File: src/common/mix_cfg.svh
/*
 * Fixed constants of the two-source pixel mixer output stage: weight
 * saturation, rounding offsets and masks, scaling shift, clamp limits.
 * Assumes it is included by bare name by the output stage design file.
 */
`ifndef MIX_CFG_SVH
`define MIX_CFG_SVH

// weight of exactly one: one integer bit, eleven fraction bits
`define MIX_WEIGHT_ONE 13'h0800
// products carry eleven fraction bits; the doubling leaves ten to drop
`define MIX_SCALE_SHIFT 4'ha
// format level that selects two's complement pixels
`define MIX_TC_SIGNED 1'b0

// half of one output lsb, expressed in accumulator units
`define MIX_HALF_8 26'h000_4000
`define MIX_HALF_10 26'h000_1000
`define MIX_HALF_12 26'h000_0400
`define MIX_HALF_13 26'h000_0200

// bits kept after rounding; the rest are forced to zero
`define MIX_KEEP_8 13'h1fe0
`define MIX_KEEP_10 13'h1ff8
`define MIX_KEEP_12 13'h1ffe
`define MIX_KEEP_13 13'h1fff

// clamp limits of the 13-bit result
`define MIX_SIGNED_MAX 13'h0fff
`define MIX_SIGNED_MIN 13'h1000
`define MIX_UNSIGNED_MAX 13'h1fff
`define MIX_UNSIGNED_MIN 13'h0000

`endif

File: src/common/mix_pkg.sv
/*
 * Types shared by the pixel mixer output stage.
 * Assumes mix_cfg.svh is reachable on the include path.
 */
`default_nettype none

package mix_pkg;

    // rounding width selected per pixel pair
    typedef enum logic [1:0] {
        RND_W8 = 2'b00,
        RND_W10 = 2'b01,
        RND_W12 = 2'b10,
        RND_W13 = 2'b11
    } round_width_t;

    typedef logic [11:0] pixel_t;
    typedef logic signed [12:0] operand_t;
    typedef logic signed [25:0] acc_t;
    typedef logic [12:0] result_t;

endpackage : mix_pkg

`default_nettype wire

File: src/hw/mix_skid_buffer.sv
/*
 * Small register FIFO with valid/ready on both sides.
 * Assumes one clock, synchronous active-high reset, DEPTH of two or more.
 */
`timescale 1ns/1ns
`default_nettype none

module mix_skid_buffer #(
    parameter int WIDTH = 8,
    parameter int DEPTH = 2
) (
    input wire logic sys_clk,
    input wire logic reset,
    input wire logic in_valid,
    output logic in_ready,
    input wire logic [WIDTH-1:0] in_data,
    output logic out_valid,
    input wire logic out_ready,
    output logic [WIDTH-1:0] out_data
);

    localparam int PW = $clog2(DEPTH);
    localparam int CW = $clog2(DEPTH + 1);
    localparam logic [PW-1:0] LAST = PW'(DEPTH - 1);
    localparam logic [CW-1:0] FULL = CW'(DEPTH);

    logic [WIDTH-1:0] mem_q [DEPTH];
    logic [WIDTH-1:0] mem_d [DEPTH];
    logic [PW-1:0] wr_ptr_q, wr_ptr_d, rd_ptr_q, rd_ptr_d;
    logic [CW-1:0] count_q, count_d;
    logic push, pop;

    function automatic logic [PW-1:0] next_ptr(input logic [PW-1:0] p);
        next_ptr = (p == LAST) ? '0 : p + PW'(1);
    endfunction : next_ptr

    assign in_ready = (count_q != FULL);
    assign out_valid = (count_q != '0);
    assign out_data = mem_q[rd_ptr_q];
    assign push = in_valid && in_ready;
    assign pop = out_valid && out_ready;

    always_comb begin
        mem_d = mem_q;
        wr_ptr_d = wr_ptr_q;
        rd_ptr_d = rd_ptr_q;
        count_d = count_q;
        if (push) begin
            mem_d[wr_ptr_q] = in_data;
            wr_ptr_d = next_ptr(wr_ptr_q);
        end
        if (pop) begin
            rd_ptr_d = next_ptr(rd_ptr_q);
        end
        // simultaneous push and pop keeps the fill level
        if (push && !pop) begin
            count_d = count_q + CW'(1);
        end else if (pop && !push) begin
            count_d = count_q - CW'(1);
        end
    end

    always_ff @(posedge sys_clk) begin
        if (reset) begin
            wr_ptr_q <= '0;
            rd_ptr_q <= '0;
            count_q <= '0;
            for (int i = 0; i < DEPTH; i++) begin
                mem_q[i] <= '0;
            end
        end else begin
            wr_ptr_q <= wr_ptr_d;
            rd_ptr_q <= rd_ptr_d;
            count_q <= count_d;
            mem_q <= mem_d;
        end
    end

endmodule : mix_skid_buffer

`default_nettype wire

File: src/hw/video_mix_output_stage.sv
/*
 * Two-source pixel mixer datapath: doubled weighted sum of two 12-bit
 * pixels, rounding, clamping and a registered 13-bit result with an
 * asynchronous drive enable.
 * Assumes one 100 MHz clock, synchronous inputs, a synchronous active-high
 * reset, and a downstream reader that may stall through out_ready.
 */
`timescale 1ns/1ns
`default_nettype none

`include "mix_cfg.svh"

// Overview of operation
// - result is twice weighted sum of pixels
// - sampled format level decides signed or unsigned
// - sampled round width travels with its pixels
// - result held in output register while stalled
// - low drive control drives bus, high releases
// - level 0 signed, 1 unsigned, both pixels
// - add half lsb, zero lower bits; 8/10/12/13
// - six register stages, controls delayed alike
// - 13-bit result from 12-bit inputs
module video_mix_output_stage #(
    parameter int BUF_DEPTH = 2
) (
    input wire logic sys_clk,
    input wire logic reset,
    input wire logic in_valid,
    output logic in_ready,
    input wire logic [11:0] pixel_a,
    input wire logic [11:0] pixel_b,
    input wire logic [11:0] weight,
    input wire logic twos_comp_n,
    input wire logic [1:0] round_sel,
    output logic out_valid,
    input wire logic out_ready,
    input wire logic out_drive_n,
    output logic [12:0] mixed_out,
    output logic mixed_out_oe
);

    localparam int IN_W = 12 + 12 + 12 + 1 + 2;

    // buffered input word
    logic buf_valid;
    logic [IN_W-1:0] buf_data;
    logic adv;

    // stage 1: sampled inputs and format controls
    logic s1_v_q, s1_v_d;
    mix_pkg::pixel_t s1_a_q, s1_a_d, s1_b_q, s1_b_d, s1_w_q, s1_w_d;
    logic s1_tc_q, s1_tc_d;
    mix_pkg::round_width_t s1_rnd_q, s1_rnd_d;
    // stage 2: extended operands, saturated weight and its complement
    logic s2_v_q, s2_v_d;
    mix_pkg::operand_t s2_a_q, s2_a_d, s2_b_q, s2_b_d, s2_w_q, s2_w_d, s2_wc_q, s2_wc_d;
    logic s2_tc_q, s2_tc_d;
    mix_pkg::round_width_t s2_rnd_q, s2_rnd_d;
    // stage 3: products
    logic s3_v_q, s3_v_d;
    mix_pkg::acc_t s3_pa_q, s3_pa_d, s3_pb_q, s3_pb_d;
    logic s3_tc_q, s3_tc_d;
    mix_pkg::round_width_t s3_rnd_q, s3_rnd_d;
    // stage 4: weighted sum
    logic s4_v_q, s4_v_d;
    mix_pkg::acc_t s4_sum_q, s4_sum_d;
    logic s4_tc_q, s4_tc_d;
    mix_pkg::round_width_t s4_rnd_q, s4_rnd_d;
    // stage 5: rounded and scaled
    logic s5_v_q, s5_v_d;
    logic signed [15:0] s5_val_q, s5_val_d;
    logic s5_tc_q, s5_tc_d;
    mix_pkg::round_width_t s5_rnd_q, s5_rnd_d;
    // stage 6: output register
    logic out_v_q, out_v_d;
    mix_pkg::result_t out_q, out_d;

    mix_pkg::acc_t rnd_acc;

    function automatic mix_pkg::operand_t ext_pixel(input mix_pkg::pixel_t p, input logic tc);
        ext_pixel = (tc == `MIX_TC_SIGNED) ? {p[11], p} : {1'b0, p};
    endfunction : ext_pixel

    // weights above one are clamped to exactly one
    function automatic mix_pkg::operand_t sat_weight(input mix_pkg::pixel_t w);
        sat_weight = ({1'b0, w} > `MIX_WEIGHT_ONE) ? `MIX_WEIGHT_ONE : {1'b0, w};
    endfunction : sat_weight

    function automatic mix_pkg::acc_t round_half(input mix_pkg::round_width_t r);
        case (r)
            mix_pkg::RND_W8: round_half = `MIX_HALF_8;
            mix_pkg::RND_W10: round_half = `MIX_HALF_10;
            mix_pkg::RND_W12: round_half = `MIX_HALF_12;
            mix_pkg::RND_W13: round_half = `MIX_HALF_13;
            default: round_half = `MIX_HALF_13;
        endcase
    endfunction : round_half

    function automatic mix_pkg::result_t keep_mask(input mix_pkg::round_width_t r);
        case (r)
            mix_pkg::RND_W8: keep_mask = `MIX_KEEP_8;
            mix_pkg::RND_W10: keep_mask = `MIX_KEEP_10;
            mix_pkg::RND_W12: keep_mask = `MIX_KEEP_12;
            mix_pkg::RND_W13: keep_mask = `MIX_KEEP_13;
            default: keep_mask = `MIX_KEEP_13;
        endcase
    endfunction : keep_mask

    // rounding can carry past the top; saturate instead of wrapping
    function automatic mix_pkg::result_t clamp(input logic signed [15:0] v, input logic tc);
        if (tc == `MIX_TC_SIGNED) begin
            if (v[15:12] == 4'h0 || v[15:12] == 4'hf) begin
                clamp = v[12:0];
            end else begin
                clamp = v[15] ? `MIX_SIGNED_MIN : `MIX_SIGNED_MAX;
            end
        end else begin
            if (v[15]) begin
                clamp = `MIX_UNSIGNED_MIN;
            end else if (v[15:13] != 3'h0) begin
                clamp = `MIX_UNSIGNED_MAX;
            end else begin
                clamp = v[12:0];
            end
        end
    endfunction : clamp

    // a stalled reader freezes every stage while a valid result waits in the output register, so no word is lost
    assign adv = !(out_v_q && !out_ready);

    mix_skid_buffer #(
        .WIDTH(IN_W),
        .DEPTH(BUF_DEPTH)
    ) u_in_buf (
        .sys_clk(sys_clk),
        .reset(reset),
        .in_valid(in_valid),
        .in_ready(in_ready),
        .in_data({pixel_a, pixel_b, weight, twos_comp_n, round_sel}),
        .out_valid(buf_valid),
        .out_ready(adv),
        .out_data(buf_data)
    );

    always_comb begin
        s1_v_d = s1_v_q;
        s1_a_d = s1_a_q;
        s1_b_d = s1_b_q;
        s1_w_d = s1_w_q;
        s1_tc_d = s1_tc_q;
        s1_rnd_d = s1_rnd_q;
        s2_v_d = s2_v_q;
        s2_a_d = s2_a_q;
        s2_b_d = s2_b_q;
        s2_w_d = s2_w_q;
        s2_wc_d = s2_wc_q;
        s2_tc_d = s2_tc_q;
        s2_rnd_d = s2_rnd_q;
        s3_v_d = s3_v_q;
        s3_pa_d = s3_pa_q;
        s3_pb_d = s3_pb_q;
        s3_tc_d = s3_tc_q;
        s3_rnd_d = s3_rnd_q;
        s4_v_d = s4_v_q;
        s4_sum_d = s4_sum_q;
        s4_tc_d = s4_tc_q;
        s4_rnd_d = s4_rnd_q;
        s5_v_d = s5_v_q;
        s5_val_d = s5_val_q;
        s5_tc_d = s5_tc_q;
        s5_rnd_d = s5_rnd_q;
        out_v_d = out_v_q;
        out_d = out_q;
        rnd_acc = s4_sum_q + round_half(s4_rnd_q);
        if (adv) begin
            // controls are sampled with their own pixels and ride along
            s1_v_d = buf_valid;
            {s1_a_d, s1_b_d, s1_w_d} = buf_data[IN_W-1:3];
            s1_tc_d = buf_data[2];
            s1_rnd_d = mix_pkg::round_width_t'(buf_data[1:0]);
            s2_v_d = s1_v_q;
            s2_a_d = ext_pixel(s1_a_q, s1_tc_q);
            s2_b_d = ext_pixel(s1_b_q, s1_tc_q);
            s2_w_d = sat_weight(s1_w_q);
            s2_wc_d = `MIX_WEIGHT_ONE - sat_weight(s1_w_q);
            s2_tc_d = s1_tc_q;
            s2_rnd_d = s1_rnd_q;
            s3_v_d = s2_v_q;
            // widen before the product so no operand is padded implicitly
            s3_pa_d = mix_pkg::acc_t'(s2_a_q) * mix_pkg::acc_t'(s2_w_q);
            s3_pb_d = mix_pkg::acc_t'(s2_b_q) * mix_pkg::acc_t'(s2_wc_q);
            s3_tc_d = s2_tc_q;
            s3_rnd_d = s2_rnd_q;
            s4_v_d = s3_v_q;
            s4_sum_d = s3_pa_q + s3_pb_q;
            s4_tc_d = s3_tc_q;
            s4_rnd_d = s3_rnd_q;
            s5_v_d = s4_v_q;
            // doubling folded into a ten-bit shift of eleven fraction bits
            s5_val_d = 16'(rnd_acc >>> `MIX_SCALE_SHIFT);
            s5_tc_d = s4_tc_q;
            s5_rnd_d = s4_rnd_q;
            out_v_d = s5_v_q;
            out_d = clamp(s5_val_q, s5_tc_q) & keep_mask(s5_rnd_q);
        end
    end

    always_ff @(posedge sys_clk) begin
        if (reset) begin
            s1_v_q <= 1'b0;
            s1_a_q <= '0;
            s1_b_q <= '0;
            s1_w_q <= '0;
            s1_tc_q <= 1'b0;
            s1_rnd_q <= mix_pkg::RND_W13;
            s2_v_q <= 1'b0;
            s2_a_q <= '0;
            s2_b_q <= '0;
            s2_w_q <= '0;
            s2_wc_q <= '0;
            s2_tc_q <= 1'b0;
            s2_rnd_q <= mix_pkg::RND_W13;
            s3_v_q <= 1'b0;
            s3_pa_q <= '0;
            s3_pb_q <= '0;
            s3_tc_q <= 1'b0;
            s3_rnd_q <= mix_pkg::RND_W13;
            s4_v_q <= 1'b0;
            s4_sum_q <= '0;
            s4_tc_q <= 1'b0;
            s4_rnd_q <= mix_pkg::RND_W13;
            s5_v_q <= 1'b0;
            s5_val_q <= '0;
            s5_tc_q <= 1'b0;
            s5_rnd_q <= mix_pkg::RND_W13;
            out_v_q <= 1'b0;
            out_q <= '0;
        end else begin
            s1_v_q <= s1_v_d;
            s1_a_q <= s1_a_d;
            s1_b_q <= s1_b_d;
            s1_w_q <= s1_w_d;
            s1_tc_q <= s1_tc_d;
            s1_rnd_q <= s1_rnd_d;
            s2_v_q <= s2_v_d;
            s2_a_q <= s2_a_d;
            s2_b_q <= s2_b_d;
            s2_w_q <= s2_w_d;
            s2_wc_q <= s2_wc_d;
            s2_tc_q <= s2_tc_d;
            s2_rnd_q <= s2_rnd_d;
            s3_v_q <= s3_v_d;
            s3_pa_q <= s3_pa_d;
            s3_pb_q <= s3_pb_d;
            s3_tc_q <= s3_tc_d;
            s3_rnd_q <= s3_rnd_d;
            s4_v_q <= s4_v_d;
            s4_sum_q <= s4_sum_d;
            s4_tc_q <= s4_tc_d;
            s4_rnd_q <= s4_rnd_d;
            s5_v_q <= s5_v_d;
            s5_val_q <= s5_val_d;
            s5_tc_q <= s5_tc_d;
            s5_rnd_q <= s5_rnd_d;
            out_v_q <= out_v_d;
            out_q <= out_d;
        end
    end

    assign out_valid = out_v_q;
    // value is always presented; the enable alone decides whether it reaches the wire
    assign mixed_out = out_q;
    assign mixed_out_oe = !out_drive_n;

endmodule : video_mix_output_stage

`default_nettype wire

File: config.mk
export PLATFORM = sky130hd
export DESIGN_NAME = video_mix_output_stage
export DESIGN_NICKNAME = d
export VERILOG_FILES = /design/src/common/mix_pkg.sv /design/src/hw/mix_skid_buffer.sv /design/src/hw/video_mix_output_stage.sv
export VERILOG_INCLUDE_DIRS = /design/src /design/src/common
export SDC_FILE = /design/constraint.sdc
export NUM_CORES = 1
export LEC_CHECK = 0
export ABC_CLOCK_PERIOD_IN_PS = 16930
export BUFFER_PORTS_ARGS = -buffer_cell sky130_fd_sc_hd__buf_2
export CAP_MARGIN = 5
export CORE_AREA = 2 2 204 206
export CTS_CLUSTER_DIAMETER = 30
export CTS_CLUSTER_SIZE = 24
export DETAILED_ROUTE_END_ITERATION = 8
export DIE_AREA = 0 0 206 208
export HOLD_SLACK_MARGIN = 0.02
export PLACE_DENSITY_LB_ADDON = 0.25
export SLEW_MARGIN = 10
export SYNTH_ARGS = -nofsm -noshare
export SYNTH_HDL_FRONTEND = slang
export SYNTH_SLANG_ARGS = --single-unit
export TNS_END_PERCENT = 1
File: constraint.sdc
create_clock -name sys_clk -period 16.93 [get_ports sys_clk]
set_clock_uncertainty 0.05 [all_clocks]
set_input_delay 2.5395 -clock sys_clk [delete_from_list [all_inputs] [get_ports sys_clk]]
set_output_delay 2.5395 -clock sys_clk [all_outputs]
set_load 0.05 [all_outputs]
==> run metrics <==
status=finished clean; Final Hold Vio Count=0; Area Overhead vs Synth=10.1%; hold_buf cts=0; row count=74; WHS Endpoint=u_in_buf.mem_q[17]; Syn. warnings=0; Reg2Reg Setup Slack=10.49 ns; XOR/XNOR share of the synthesized area=2.54%; Vias/cell=5.59; Post-CTS Setup Repair Bufs=0; Worst Path Arrival=6.81 ns; endpoint class of the critical path=flip-flop; Detail Route Antenna Nets=0; Power Density=85.7 mW/mm^2; mapped cell area=approximately 0.024 sq mm; GRT overflow=0; Tcrit/Tclk final=38.1%; global-route wire length before repair=95100 microns; Max Fanout on Critical Path=14; crit path time final=between 6 and 7 ns; DR DRC count=0; Final Power=2.28 mW; # H-tree levels=2; syn_nets=3349; largest net degree at the start of global routing=100; Max Root-Sink Buffers=3; main combinational cell family by area after synthesis=adder cells; post-synth top area cell=fa_1; Tot GR Track Use=between 20% and 30%; Max Clk Rate=about 160 MHz; final setup fails=0; Max-cap violations=0; cts bufs inserted=54; routed wire length=~56000 microns; Synth Area in Simple Gates=a little under a fifth; clk sink count=287; Setup TNS=0 ns; Critical Path Source Type=flip-flop; Starting Density=about three fifths; sequential-to-total area share from yosys stat=23.8%; layout cells sized above 1=6.45%; Layout Nets=3322; number of synthesized flops with an enable pin=0; CTS tree=built; Crit Reg-Reg Endpoint=s3_pb_q[23]; HP Start=u_in_buf.mem_q[17]; hold path cells=2; via count=18900; Root Driver=clkbuf_16; TritonRoute pass-1 iters=5; placed cell count=3286; core area=0.0406 sq mm; CP Cell Sequence=and2_1 > inv_1 > fa_1 > fa_1 > inv_1 > fa_1 > fa_1 > fa_1 > ha_1 > ha_1 > a21o_1 > a31oi_1 > nand2_1 > or3b_1 > a31o_2 > a22o_1 > o311ai_1 > a21oi_1; die area=0.0428 sq mm; ys flop type=dfxtp_1; asr flop ratio synth=0%; Die Wd=206 microns; Die Y=208 microns; I/O pin count=60; Detail Placement HPWL=between 40000 and 50000 microns; CP most frequent cell=fa_1; Synth Area in Adders=33.9%; Synth Area in Compound Gates=11.4%; CP max stage cell=fa_1; Unique masters post-synth=64; Crit path required time=17.30 ns; final RePlAce weighted congestion=between 0.8 and 0.9; wire per inst=approximately 17 microns; r2r startpoint=s2_b_q[12]; Leakage=12.5 nW; worst reg2reg path depth=18; proportion of netlist area held by the largest area contributor=25.8%; kind of critical path=reg -> reg; First DRT Iteration DRCs=1036; CP max stage delay=0.78 ns; final max-slew violation count=0; Clock transition at path regs=0.05 ns; top cells by area, synth=fa_1 26%, dfxtp_1 24%, nand2_1 8.7%, ha_1 8.1%, inv_1 6.0%; mux cell area share after synthesis=~1.8%; post-route insts no fill=3385; Seq cells post-synth=287; worst-case vdd ir drop=about 120 uV; cts repair resizes=0; Buffers on Ports=59; Worst Hold Class=reg -> reg; number of diodes=0; RSZ-0062 raised after global routing=no; Syn Area/Cell=8.51 sq um; antenna violations before repair=0; Synth Instances=between 2000 and 3000; vias in the first global route=just under 20000; worst-skew pair later-pin latency=0.59 ns; max_slew headroom=34.9%; Worst Max-Slew Pin Slew=0.976 ns
## state kept, by name (all words and copies together) (netlist names), 12 cells and up
register        count
s4_sum_q           17
mixed_out          13
s3_pb_q            26
s1_b_q             12
s2_wc_q            12
s2_b_q             13
s1_w_q             12
s5_val_q           16
u_in_buf.mem_q     78
s3_pa_q            26
s2_w_q             12
s1_a_q             12
s2_a_q             13
## stage by stage
stage	setup WS, ns	util, %	hold WS, ns	area, sq um
final	10.49	65.5	0.401	26600
after global routing	10.17	65.5	0.423	26600
after floorplan	11.13	-	0.382	24100
after CTS	10.58	65.5	0.403	26600
after global placement	10.87	60.7	0.387	24600
after detailed placement	10.60	60.7	0.396	24600
## cell usage after synthesis (7+ instances only)
library cell and number:
a211oi_1 64, a21o_1 14, a21oi_1 231, a31oi_1 9
and2_1 147, buf_1 16, clkbuf_1 137, dfxtp_1 287
fa_1 311, ha_1 157, inv_1 383, mux2i_1 44
nand2_1 560, nand2b_1 16, nand3_1 30, nand3b_1 14
nor2_1 133, nor2b_1 7, nor3_1 15, o211ai_1 12
o21a_1 13, o21ai_0 52, o31ai_1 7, or3_1 15
xnor2_1 46, xor2_1 24
## layer usage
| metal | wire length [microns] | vias to the layer above | global-route usage [%] |
|---|---|---|---|
| met5 | 0 | - | 0 |
| met4 | 1350 | 0 | 8.89 |
| met3 | 3240 | 94 | 4.07 |
| met2 | 27400 | 543 | 45.3 |
| met1 | 24000 | 9312 | 36.2 |
| li1 | - | 8975 | - |
## worst max-delay path by stage
stage          startpoint           to  slack, ns  depth (start not counted)
2_1_floorplan  s2_b_q[12]  s3_pb_q[23]      11.13                         20
3_3_place_gp   s2_b_q[12]  s3_pb_q[23]      10.87                         20
4_1_cts        s2_b_q[12]  s3_pb_q[23]      10.58                         18
5_1_grt        s2_b_q[12]  s3_pb_q[23]      10.17                         18
6_report       s2_b_q[12]  s3_pb_q[23]      10.49                         18
3_5_place_dp   s2_b_q[12]  s3_pb_q[23]      10.60                         20
## worst max-delay path: cells and delay by family, from the launching register on
family | cells | cell delay, ns
buf+inv | 2 | 0.18
compound gates | 6 | 1.35
flops | 1 | 0.58
fa+ha+maj | 7 | 3.33
simple gates | 3 | 0.77
## cell type report
class	instances	area, sq um
Sequential cell	287	5750
Fill cell	3339	14000
Clock inverter	39	531
Clock buffer	60	1400
Inverter	385	1450
Multi-Input combinational cell	2010	16400
Tap cell	532	666
Timing Repair Buffer	72	402
## cell usage in the layout, fill, tap and decap left out, drive strengths merged, types with 15 or more instances in the layout
master / synthesis / layout
nand2: 560 / 560
inv: 383 / 390
fa: 311 / 311
dfxtp: 287 / 287
a21oi: 231 / 231
ha: 157 / 157
and2: 147 / 147
nor2: 133 / 133
buf: 18 / 71
a211oi: 64 / 64
clkbuf: 137 / 61
o21ai: 52 / 52
xnor2: 46 / 46
mux2i: 44 / 44
nand3: 30 / 30
xor2: 24 / 24
nand2b: 16 / 16
or3: 16 / 16
clkinv: 2 / 16
nor3: 15 / 15
## power breakdown
group	total [mW]	internal (mW)	switching, mW
combinational	0.332	0.133	0.199
clock	1.11	0.730	0.385
sequential	0.832	0.735	0.0969
## kinds of logic (layout without fill, tap and decap cells)
logic type / count (synthesis) / after routing
fa+ha+maj: 468 / 468
compound gates: 454 / 454
mux: 44 / 44
simple gates: 974 / 974
flops: 287 / 287
xor+xnor: 70 / 70
buf+inv: 540 / 556
No activity file was read; power rests on OpenSTA's default activity.
